File: src/rtl/sadd_map.vh
// Constants for the subtractive adder datapath: widths, opcodes, source selects.
// How it works
// - Memory words enter only through exchange register.
// - Operated data from adder, unmodified from exchange.
// - Exchange register takes program counter, index base.
// - Store takes full accumulator, replace takes 14.
// - Accumulator copied in listed sequences only.
// - Shift data loads; accumulator msb into lsb.
// - Operand takes exchange straight or complemented.
// - Negate, compare, product: complemented accumulator.
// - Immediate bits 14-18 only for add-immediate.
// - Index-plus-accumulator loads operand from index base.
// - Operand forced to plus one or two.
// - Count decrement sets operand bits 14-23.
// - Operand holds jump destination on transfers.
// - Adder ungated, combinational, always running.
// - Half result ignores borrows; full satisfies all.
// - 24 stages in groups of six.
// - Half bit one when bits differ, low-active.
// - Odd stage borrow request is active zero.
// - Even stage borrow request is active one.
// - Half-bit-one stage absorbs; others pass borrow upward.
// - Unabsorbed top borrow wraps to bottom stage.
// - Passed-through stage complements its half bit.
// - Difference is half bit xor incoming borrow.
// - Equal-bit group raises bypass enable; only all-zero group skips borrow.
`ifndef SADD_MAP_VH
`define SADD_MAP_VH

`define SADD_WIDTH        24
`define SADD_GROUP        6
`define SADD_ADDR_BITS    14
`define SADD_COUNT_LSB    14
`define SADD_IMM_LSB      14
`define SADD_IMM_MSB      18

// Opcodes.
`define SADD_OP_NEGATE    6'h01
`define SADD_OP_CHANNEL   6'h06
`define SADD_OP_STORE     6'h0A
`define SADD_OP_REPLACE   6'h0B
`define SADD_OP_EXCHANGE  6'h10
`define SADD_OP_CLR_LOAD  6'h18
`define SADD_OP_ADD       6'h19
`define SADD_OP_SUB       6'h1A
`define SADD_OP_COMPARE   6'h1B
`define SADD_OP_LSUM      6'h1C
`define SADD_OP_LPROD     6'h1D
`define SADD_OP_IDX_ACC   6'h1E
`define SADD_OP_ADD_IMM   6'h27

// Sequence kinds.
`define SADD_SEQ_I        2'h0
`define SADD_SEQ_R        2'h1
`define SADD_SEQ_CHAN     2'h2
`define SADD_SEQ_RELOAD   2'h3

// Exchange register sources.
`define SADD_XS_MEM       3'h1
`define SADD_XS_PC        3'h2
`define SADD_XS_INDEX     3'h3
`define SADD_XS_ACC       3'h4
`define SADD_XS_SHIFT     3'h5

// Operand register sources.
`define SADD_DS_XFER      4'h1
`define SADD_DS_ACC_CMP   4'h2
`define SADD_DS_IMM       4'h3
`define SADD_DS_INDEX     4'h4
`define SADD_DS_PLUS1     4'h5
`define SADD_DS_PLUS2     4'h6
`define SADD_DS_COUNT     4'h7
`define SADD_DS_JUMP      4'h8

`define SADD_RESET_WORD   24'h000000
`endif

File: src/rtl/sadd_datapath.v
// Exchange register, operand register and subtractive adder front end.
`include "sadd_map.vh"

module sadd_datapath #(
	parameter W = `SADD_WIDTH,
	parameter G = `SADD_GROUP
) (
	// Clock and master clear.
	input  wire         clk,
	input  wire         reset_n,

	// Instruction context from control.
	input  wire [5:0]   opcode,
	input  wire [1:0]   seq_kind,
	input  wire [W-1:0] instr_word,
	input  wire [W-1:0] jump_addr,

	// Exchange register step enables.
	input  wire         x_clear,
	input  wire         x_load,
	input  wire [2:0]   x_src,
	input  wire         x_acc_msb,

	// Operand register step enables.
	input  wire         d_clear,
	input  wire         d_load,
	input  wire [3:0]   d_src,

	// Memory side.
	input  wire [W-1:0] mem_rd_data,
	input  wire         mem_wr_take,
	output reg  [W-1:0] mem_wr_data,
	output reg          mem_wr_from_adder,

	// Registers that feed the datapath.
	input  wire [W-1:0] acc,
	input  wire [W-1:0] shift_data,
	input  wire [W-1:0] pc,
	input  wire [W-1:0] index_base,

	// Register contents.
	output wire [W-1:0] x_out,
	output wire [W-1:0] d_out,

	// Adder results.
	output wire [W-1:0] half_sub,
	output wire [W-1:0] half_level,
	output wire [W-1:0] full_sub,
	output wire [W-1:0] borrow_level,
	output wire [W/G-1:0] group_bypass,
	output wire         end_around,

	// Load refused because the source is not legal for the instruction.
	output reg          load_refused
);
	reg  [W-1:0] x_reg;
	reg  [W-1:0] x_next;
	reg  [W-1:0] d_reg;
	reg  [W-1:0] d_next;
	reg  [W-1:0] x_src_word;
	reg  [W-1:0] d_src_word;
	reg          x_ok;
	reg          d_ok;
	reg  [W-1:0] wr_next;
	reg          wr_adder_next;
	reg          refused_next;

	localparam [W-1:0] ONE_WORD = 24'h000001;
	localparam [W-1:0] TWO_WORD = 24'h000002;

	// Accumulator may be copied into the exchange register here only.
	function acc_copy_ok;
		input [5:0] op;
		input [1:0] kind;
		begin
			case (kind)
				`SADD_SEQ_R: begin
					acc_copy_ok = (op == `SADD_OP_EXCHANGE) ||
						(op == `SADD_OP_CLR_LOAD) ||
						(op == `SADD_OP_ADD) ||
						(op == `SADD_OP_SUB) ||
						(op == `SADD_OP_LSUM) ||
						(op == `SADD_OP_LPROD) ||
						(op == `SADD_OP_STORE) ||
						(op == `SADD_OP_REPLACE);
				end
				`SADD_SEQ_I: begin
					acc_copy_ok = (op == `SADD_OP_IDX_ACC) ||
						(op == `SADD_OP_STORE) ||
						(op == `SADD_OP_REPLACE);
				end
				`SADD_SEQ_CHAN: begin
					acc_copy_ok = (op == `SADD_OP_CHANNEL);
				end
				`SADD_SEQ_RELOAD: begin
					acc_copy_ok = (op == `SADD_OP_CHANNEL);
				end
				default: begin
					acc_copy_ok = 1'b0;
				end
			endcase
		end
	endfunction

	// Operations whose operand is the complemented accumulator.
	function acc_cmp_op;
		input [5:0] op;
		begin
			acc_cmp_op = (op == `SADD_OP_NEGATE) ||
				(op == `SADD_OP_COMPARE) ||
				(op == `SADD_OP_LPROD);
		end
	endfunction

	// Instructions that write back data the adder has not touched.
	function unmodified_op;
		input [5:0] op;
		begin
			unmodified_op = (op == `SADD_OP_STORE) ||
				(op == `SADD_OP_REPLACE) ||
				(op == `SADD_OP_EXCHANGE);
		end
	endfunction

	// Logical results are taken without borrows.
	function logical_op;
		input [5:0] op;
		begin
			logical_op = (op == `SADD_OP_LSUM) || (op == `SADD_OP_LPROD);
		end
	endfunction

	// Low address field of a word, upper bits cleared.
	function [W-1:0] addr_field;
		input [W-1:0] w;
		begin
			addr_field = w & {{(W - `SADD_ADDR_BITS){1'b0}},
				{`SADD_ADDR_BITS{1'b1}}};
		end
	endfunction

	// Exchange register source selection and legality.
	always @* begin
		x_src_word = {W{1'b0}};
		x_ok = 1'b1;
		case (x_src)
			`SADD_XS_MEM: begin
				x_src_word = mem_rd_data;
			end
			`SADD_XS_PC: begin
				x_src_word = pc;
			end
			`SADD_XS_INDEX: begin
				x_src_word = index_base;
			end
			`SADD_XS_ACC: begin
				x_ok = acc_copy_ok(opcode, seq_kind);
				if (opcode == `SADD_OP_REPLACE) begin
					x_src_word = addr_field(acc);
				end else begin
					x_src_word = acc;
				end
			end
			`SADD_XS_SHIFT: begin
				// The msb of the accumulator rides into bit zero when asked.
				x_src_word = {shift_data[W-1:1],
					x_acc_msb ? acc[W-1] : shift_data[0]};
			end
			default: begin
				x_ok = 1'b0;
			end
		endcase
	end

	// Operand register source selection and legality.
	always @* begin
		d_src_word = {W{1'b0}};
		d_ok = 1'b1;
		case (d_src)
			`SADD_DS_XFER: begin
				if (opcode == `SADD_OP_SUB) begin
					d_src_word = ~x_reg;
				end else begin
					d_src_word = x_reg;
				end
			end
			`SADD_DS_ACC_CMP: begin
				d_ok = acc_cmp_op(opcode);
				d_src_word = ~acc;
			end
			`SADD_DS_IMM: begin
				d_ok = (opcode == `SADD_OP_ADD_IMM);
				d_src_word = {{(W - 5){1'b0}},
					instr_word[`SADD_IMM_MSB:`SADD_IMM_LSB]};
			end
			`SADD_DS_INDEX: begin
				d_ok = (opcode == `SADD_OP_IDX_ACC);
				d_src_word = index_base;
			end
			`SADD_DS_PLUS1: begin
				d_src_word = ONE_WORD;
			end
			`SADD_DS_PLUS2: begin
				d_src_word = TWO_WORD;
			end
			`SADD_DS_COUNT: begin
				d_src_word = {{(W - `SADD_COUNT_LSB){1'b1}},
					{`SADD_COUNT_LSB{1'b0}}};
			end
			`SADD_DS_JUMP: begin
				d_src_word = jump_addr;
			end
			default: begin
				d_ok = 1'b0;
			end
		endcase
	end

	// Clear acts first, then the load gates into the cleared register, so
	// both enables in one step give a clean copy of the source.
	always @* begin
		x_next = x_clear ? {W{1'b0}} : x_reg;
		if (x_load && x_ok) begin
			x_next = x_next | x_src_word;
		end
		d_next = d_clear ? {W{1'b0}} : d_reg;
		if (d_load && d_ok) begin
			d_next = d_next | d_src_word;
		end
		refused_next = (x_load && !x_ok) || (d_load && !d_ok);
	end

	// Write-back selection toward memory.
	always @* begin
		wr_next = mem_wr_data;
		wr_adder_next = mem_wr_from_adder;
		if (mem_wr_take) begin
			if (unmodified_op(opcode)) begin
				wr_next = x_reg;
				wr_adder_next = 1'b0;
			end else if (logical_op(opcode)) begin
				// Logical results ignore every borrow the adder raises.
				wr_next = half_sub;
				wr_adder_next = 1'b1;
			end else begin
				wr_next = full_sub;
				wr_adder_next = 1'b1;
			end
		end
	end

	always @(posedge clk or negedge reset_n) begin
		if (!reset_n) begin
			x_reg <= `SADD_RESET_WORD;
			d_reg <= `SADD_RESET_WORD;
			mem_wr_data <= `SADD_RESET_WORD;
			mem_wr_from_adder <= 1'b0;
			load_refused <= 1'b0;
		end else begin
			x_reg <= x_next;
			d_reg <= d_next;
			mem_wr_data <= wr_next;
			mem_wr_from_adder <= wr_adder_next;
			load_refused <= refused_next;
		end
	end

	assign x_out = x_reg;
	assign d_out = d_reg;

	// The adder sees the registers directly; its result follows them at once.
	sadd_adder #(
		.W(W),
		.G(G)
	) u_adder (
		.x           (x_reg),
		.d           (d_reg),
		.half_sub    (half_sub),
		.half_level  (half_level),
		.full_sub    (full_sub),
		.borrow_level(borrow_level),
		.bypass_en   (group_bypass),
		.end_around  (end_around)
	);
endmodule

File: src/rtl/sadd_group.v
// Six-stage slice of the subtractive adder with its group bypass.
module sadd_group #(
	parameter G = 6
) (
	// Stage inputs.
	input  wire [G-1:0] h,
	input  wire [G-1:0] dbar,
	input  wire         cin,
	// Stage outputs.
	output reg  [G-1:0] full,
	output reg  [G-1:0] req_level,
	output wire         cout,
	output wire         bypass_en
);
	integer i;
	reg     b;
	reg     r;
	reg     chain_out;

	always @* begin
		b = cin;
		r = 1'b0;
		for (i = 0; i < G; i = i + 1) begin
			full[i] = h[i] ^ b;
			// A borrowing stage absorbs from below and asks above itself.
			r = (h[i] & dbar[i]) | (~h[i] & b);
			req_level[i] = i[0] ? ~r : r;
			b = r;
		end
		chain_out = b;
	end

	// Equal half bits mark a group that cannot settle a borrow by itself.
	assign bypass_en = (&h) | (~|h);
	// Only an all-zero group is skipped, which leaves the result unchanged.
	assign cout = (~|h) ? cin : chain_out;
endmodule

File: src/rtl/sadd_adder.v
// Ungated 24-bit subtractive adder with end-around borrow.
module sadd_adder #(
	parameter W = 24,
	parameter G = 6
) (
	// Operands straight from the registers.
	input  wire [W-1:0]   x,
	input  wire [W-1:0]   d,
	// Results.
	output wire [W-1:0]   half_sub,
	output wire [W-1:0]   half_level,
	output wire [W-1:0]   full_sub,
	output wire [W-1:0]   borrow_level,
	output wire [W/G-1:0] bypass_en,
	output wire           end_around
);
	wire [W-1:0]   dbar;
	wire [W/G:0]   gcin;

	// Borrow leaving the top stage when nothing enters the bottom.
	function top_borrow;
		input [W-1:0] hh;
		input [W-1:0] dd;
		integer k;
		reg     bb;
		begin
			bb = 1'b0;
			for (k = 0; k < W; k = k + 1)
				bb = (hh[k] & dd[k]) | (~hh[k] & bb);
			top_borrow = bb;
		end
	endfunction

	assign dbar = ~d;
	assign half_sub = x ^ dbar;
	assign half_level = ~half_sub;
	// A second pass with the wrapped borrow settles every stage without a loop.
	assign end_around = top_borrow(half_sub, dbar);
	assign gcin[0] = end_around;

	genvar g;
	generate
		for (g = 0; g < W / G; g = g + 1) begin : grp
			sadd_group #(.G(G)) u_group (
				.h        (half_sub[g*G +: G]),
				.dbar     (dbar[g*G +: G]),
				.cin      (gcin[g]),
				.full     (full_sub[g*G +: G]),
				.req_level(borrow_level[g*G +: G]),
				.cout     (gcin[g+1]),
				.bypass_en(bypass_en[g])
			);
		end
	endgenerate
endmodule

File: config.mk
export PLATFORM = sky130hd
export DESIGN_NAME = sadd_datapath
export DESIGN_NICKNAME = d
export VERILOG_FILES = /design/src/rtl/sadd_datapath.v /design/src/rtl/sadd_group.v /design/src/rtl/sadd_adder.v
export VERILOG_INCLUDE_DIRS = /design/src /design/src/rtl
export SDC_FILE = /design/constraint.sdc
export NUM_CORES = 1
export LEC_CHECK = 0
export ABC_CLOCK_PERIOD_IN_PS = 4700
export BUFFER_PORTS_ARGS = -buffer_cell sky130_fd_sc_hd__buf_4
export CORE_AREA = 2 2 143 145
export CTS_CLUSTER_DIAMETER = 150
export DETAILED_ROUTE_END_ITERATION = 8
export DIE_AREA = 0 0 145 147
export PLACE_DENSITY = 0.67
export REMOVE_ABC_BUFFERS = 1
export SLEW_MARGIN = 5
export SYNTH_ARGS = -nofsm -noshare
export SYNTH_HDL_FRONTEND = slang
export SYNTH_SLANG_ARGS = --single-unit
export TNS_END_PERCENT = 5
File: constraint.sdc
create_clock -name clk -period 4.7 [get_ports clk]
set_input_delay 0.94 -clock clk [delete_from_list [all_inputs] [get_ports clk]]
set_output_delay 0.94 -clock clk [all_outputs]
set_load 0.02 [all_outputs]
==> impl_metrics.toml <==
[layout]
drive_gt1_share_pct = 35.4
final_nets = 1517
areaGrowthSynthToFinish_pct = 47.0
n_antenna_cell = 0
postLayoutCoreUtil_pct = 54.7

[die]
fp.dieArea_mm2 = 0.0213
fp.dieW_um = 145
fp.dieH_um = 147
coreArea_mm2 = 0.0198
start_util_pct = 37.2
std_cell_rows = 52
io_pins = 366

[synthesis]
yosysTopAreaCell = "dfrtp_1"
ys_warn_count = 0
synth_top_area_share_pct = 25.1
synth_commonest_cells = "93 x nor2_1, 92 x clkbuf_1, 87 x a21oi_1, 87 x inv_1, 81 x xnor2_1"
synth.area.top_cells = "dfrtp_1 25%, xnor2_1 9.6%, a21oi_1 5.9%"
synth_edf_count = 0
ys.flop_type = "dfrtp_1"
avgSynthCellArea_um2 = 7.30
synthDistinctLibCells = 61
syn_area_mm2 = 0.00739
ys_seq_area_share_pct = 25.1
syn_inst = 1012
synthArstFlopShare_pct = 100
ys_seq_elements = 74
synth_most_common_cell = "nor2_1"

[worst_setup_path]
slowest_stage = "dfrtp_2"
start_kind = "flip-flop"
worstPathCellList = "xor2_2, inv_2, a211o_1, a21o_1, o311a_1, maj3_2, a31oi_4, nor2_4, a222oi_1, buf_4, nor3_2, nor2_2, maj3_2, buf_6"
worstPathRequired_ns = 3.76
path_common_cell = "maj3_2"
crit_family = "compound AO/OA/AOI/OAI gates"
rr_worst_depth = 11
critPathBufInv = 3
worst-path-stages = 14
critPathMaxStageDelay_ns = 0.49
path_max_fanout = 9
worst_ep_arrival_time_ns = 3.72
r2r_start = "d_out[7]"
critPathLaunch = "x_out[2]"
criticalPathCategory = "reg2out"
worstSetupEndpointType = "output port"

[min_path]
hold_start = "mem_wr_data[2]"
holdCritPathClass = "reg2reg"
worst_hold_path.num_cells = 1

[sta]
final_max_slew_viol_count = 0
slew_headroom_pct = 21.1
rsz0062_at_grt = "yes"
fmax_mhz = 215
worst_slew_pin_slew_ns = 1.18
finalHoldViolations = 0
clock_skew_ns = 0.0101
timing.final.crit_share_pct = 99.1
min_period_ns = 4.66
finalSetupViolCount = 0
fin_tns_setup_ns = 0

[clocking]
cts.path.max_buffers = 2
clockRootBuffer = "clkbuf_16"
cts_tree = "done"
clkSinkCount = 74
clk_transition_reported_paths_ns = 0.06
htreeDepth = 3
clk_latency_ns = 0.35
numCtsBuffers = 9
cts.hold.buffers_added = 0

[drt]
num_vias = 9048
ant_nets = 0
routed_wl_mm = 33.2
drtIter0Drc = 543
routedWlPerCell_um = 20.8
dr.pass1.iters = 5
route.detailed.drc = 0
vias_per_cell = 5.66

[placed_design]
dpl.hpwl_mm = 23.5
portBuffers = 346
place.gp.congestion = 0.882

[global_route]
grt.total_usage_pct = 29.9
grt_first_pass_wirelength_mm = 50.0
grt_pass1_vias = 8638
grt_max_degree = 64
grt_overflow = 0
grt_antenna_before_repair = 1

[pwr]
p_leak_uw = 0.00486
peakVddDrop_mv = 0.152
powerDensity_mw_per_mm2 = 245
p_total_uw = 2670

[run_status]
outcome = "finished clean"

[job]
max_cap_violations = 0
[logic make-up after synthesis]
group | after synthesis | synth area share, %
buf+inv | 193 | 10.2
compound gates | 363 | 31.9
flops | 74 | 25.1
fa+ha+maj | 16 | 2.23
simple gates | 252 | 16.5
xor+xnor | 89 | 10.7
mux | 25 | 3.40
[worst paths after layout]
check / end / slack, ns
worst max register to register: mem_wr_data[3] / 0.86
worst min register to register: mem_wr_data[2] / 0.52
min in group asynchronous: mem_wr_data[18] / 0.62
max in group asynchronous: x_out[22] / 3.17
worst min-delay path: mem_wr_data[2] / 0.52
worst max-delay path: borrow_level[23] / 0.04
[metrics by stage]
stage	area, µm²	std cells	setup WS [ns]	hold slack [ns]
detailed placement	10300	1570	0.147	0.497
global route	10900	1599	-0.0399	0.532
global placement	10300	1570	0.191	0.500
floorplan	6970	906	-0.382	0.617
finish	10900	1599	0.0408	0.522
CTS	10700	1589	0.0126	0.522
[metal layers]
layer | wire (µm) | GRT usage (%) | vias up
met2 | 16200 | 50.2 | 410
met4 | 552 | 8.66 | 0
met3 | 2370 | 5.03 | 40
li1 | - | - | 4277
met1 | 14100 | 39.7 | 4321
met5 | 0 | 0 | -
[cell type report]
class,instances,area (µm²)
clock buffers,10,239
clock inverters,5,53.8
fillers,1946,8980
inverters,87,327
multi-input cells,745,4970
flip-flops and latches,74,1860
well taps,270,338
repair buffers,408,3080
[registers in the layout (all words and copies together) (netlist names)]
register / cells
mem_wr_data: 24
load_refused: 1
d_out: 24
x_out: 24
mem_wr_from_adder: 1
[power breakdown]
part / switching [µW] / internal [µW] / total [µW]
Sequential: 68.7 / 696 / 765
Combinational: 670 / 523 / 1190
Clock: 286 / 422 / 708
Total: 1020 / 1640 / 2670
[worst register-to-register path, cell delays in order (launching register included)]
cell,delay (ns)
dfrtp_1,0.46
or2_2,0.32
maj3_1,0.35
o21ai_1,0.24
o21ai_0,0.18
a2111oi_1,0.64
o32ai_2,0.28
maj3_1,0.51
or3_1,0.38
nand3_1,0.10
xnor2_1,0.15
a21oi_1,0.09
[layout by cell type, fill, tap and decap left out, drive strengths merged, types with 36 or more instances in the layout]
master	count
a221oi	36
o21ai	69
xnor2	83
buf	408
nand2	43
nor2	93
dfrtp	74
inv	88
o22ai	44
a21oi	87
[what timing repair did]
| item | in CTS | in global routing |
|---|---|---|
| endpoints found under the hold margin | 0 | 0 |
| buffers inserted | 4 | 10 |
| pin swaps | 11 | 20 |
| setup endpoints to repair | 10 | 13 |
| resized for setup | 24 | 20 |
Power figures use the tool's default switching activity.
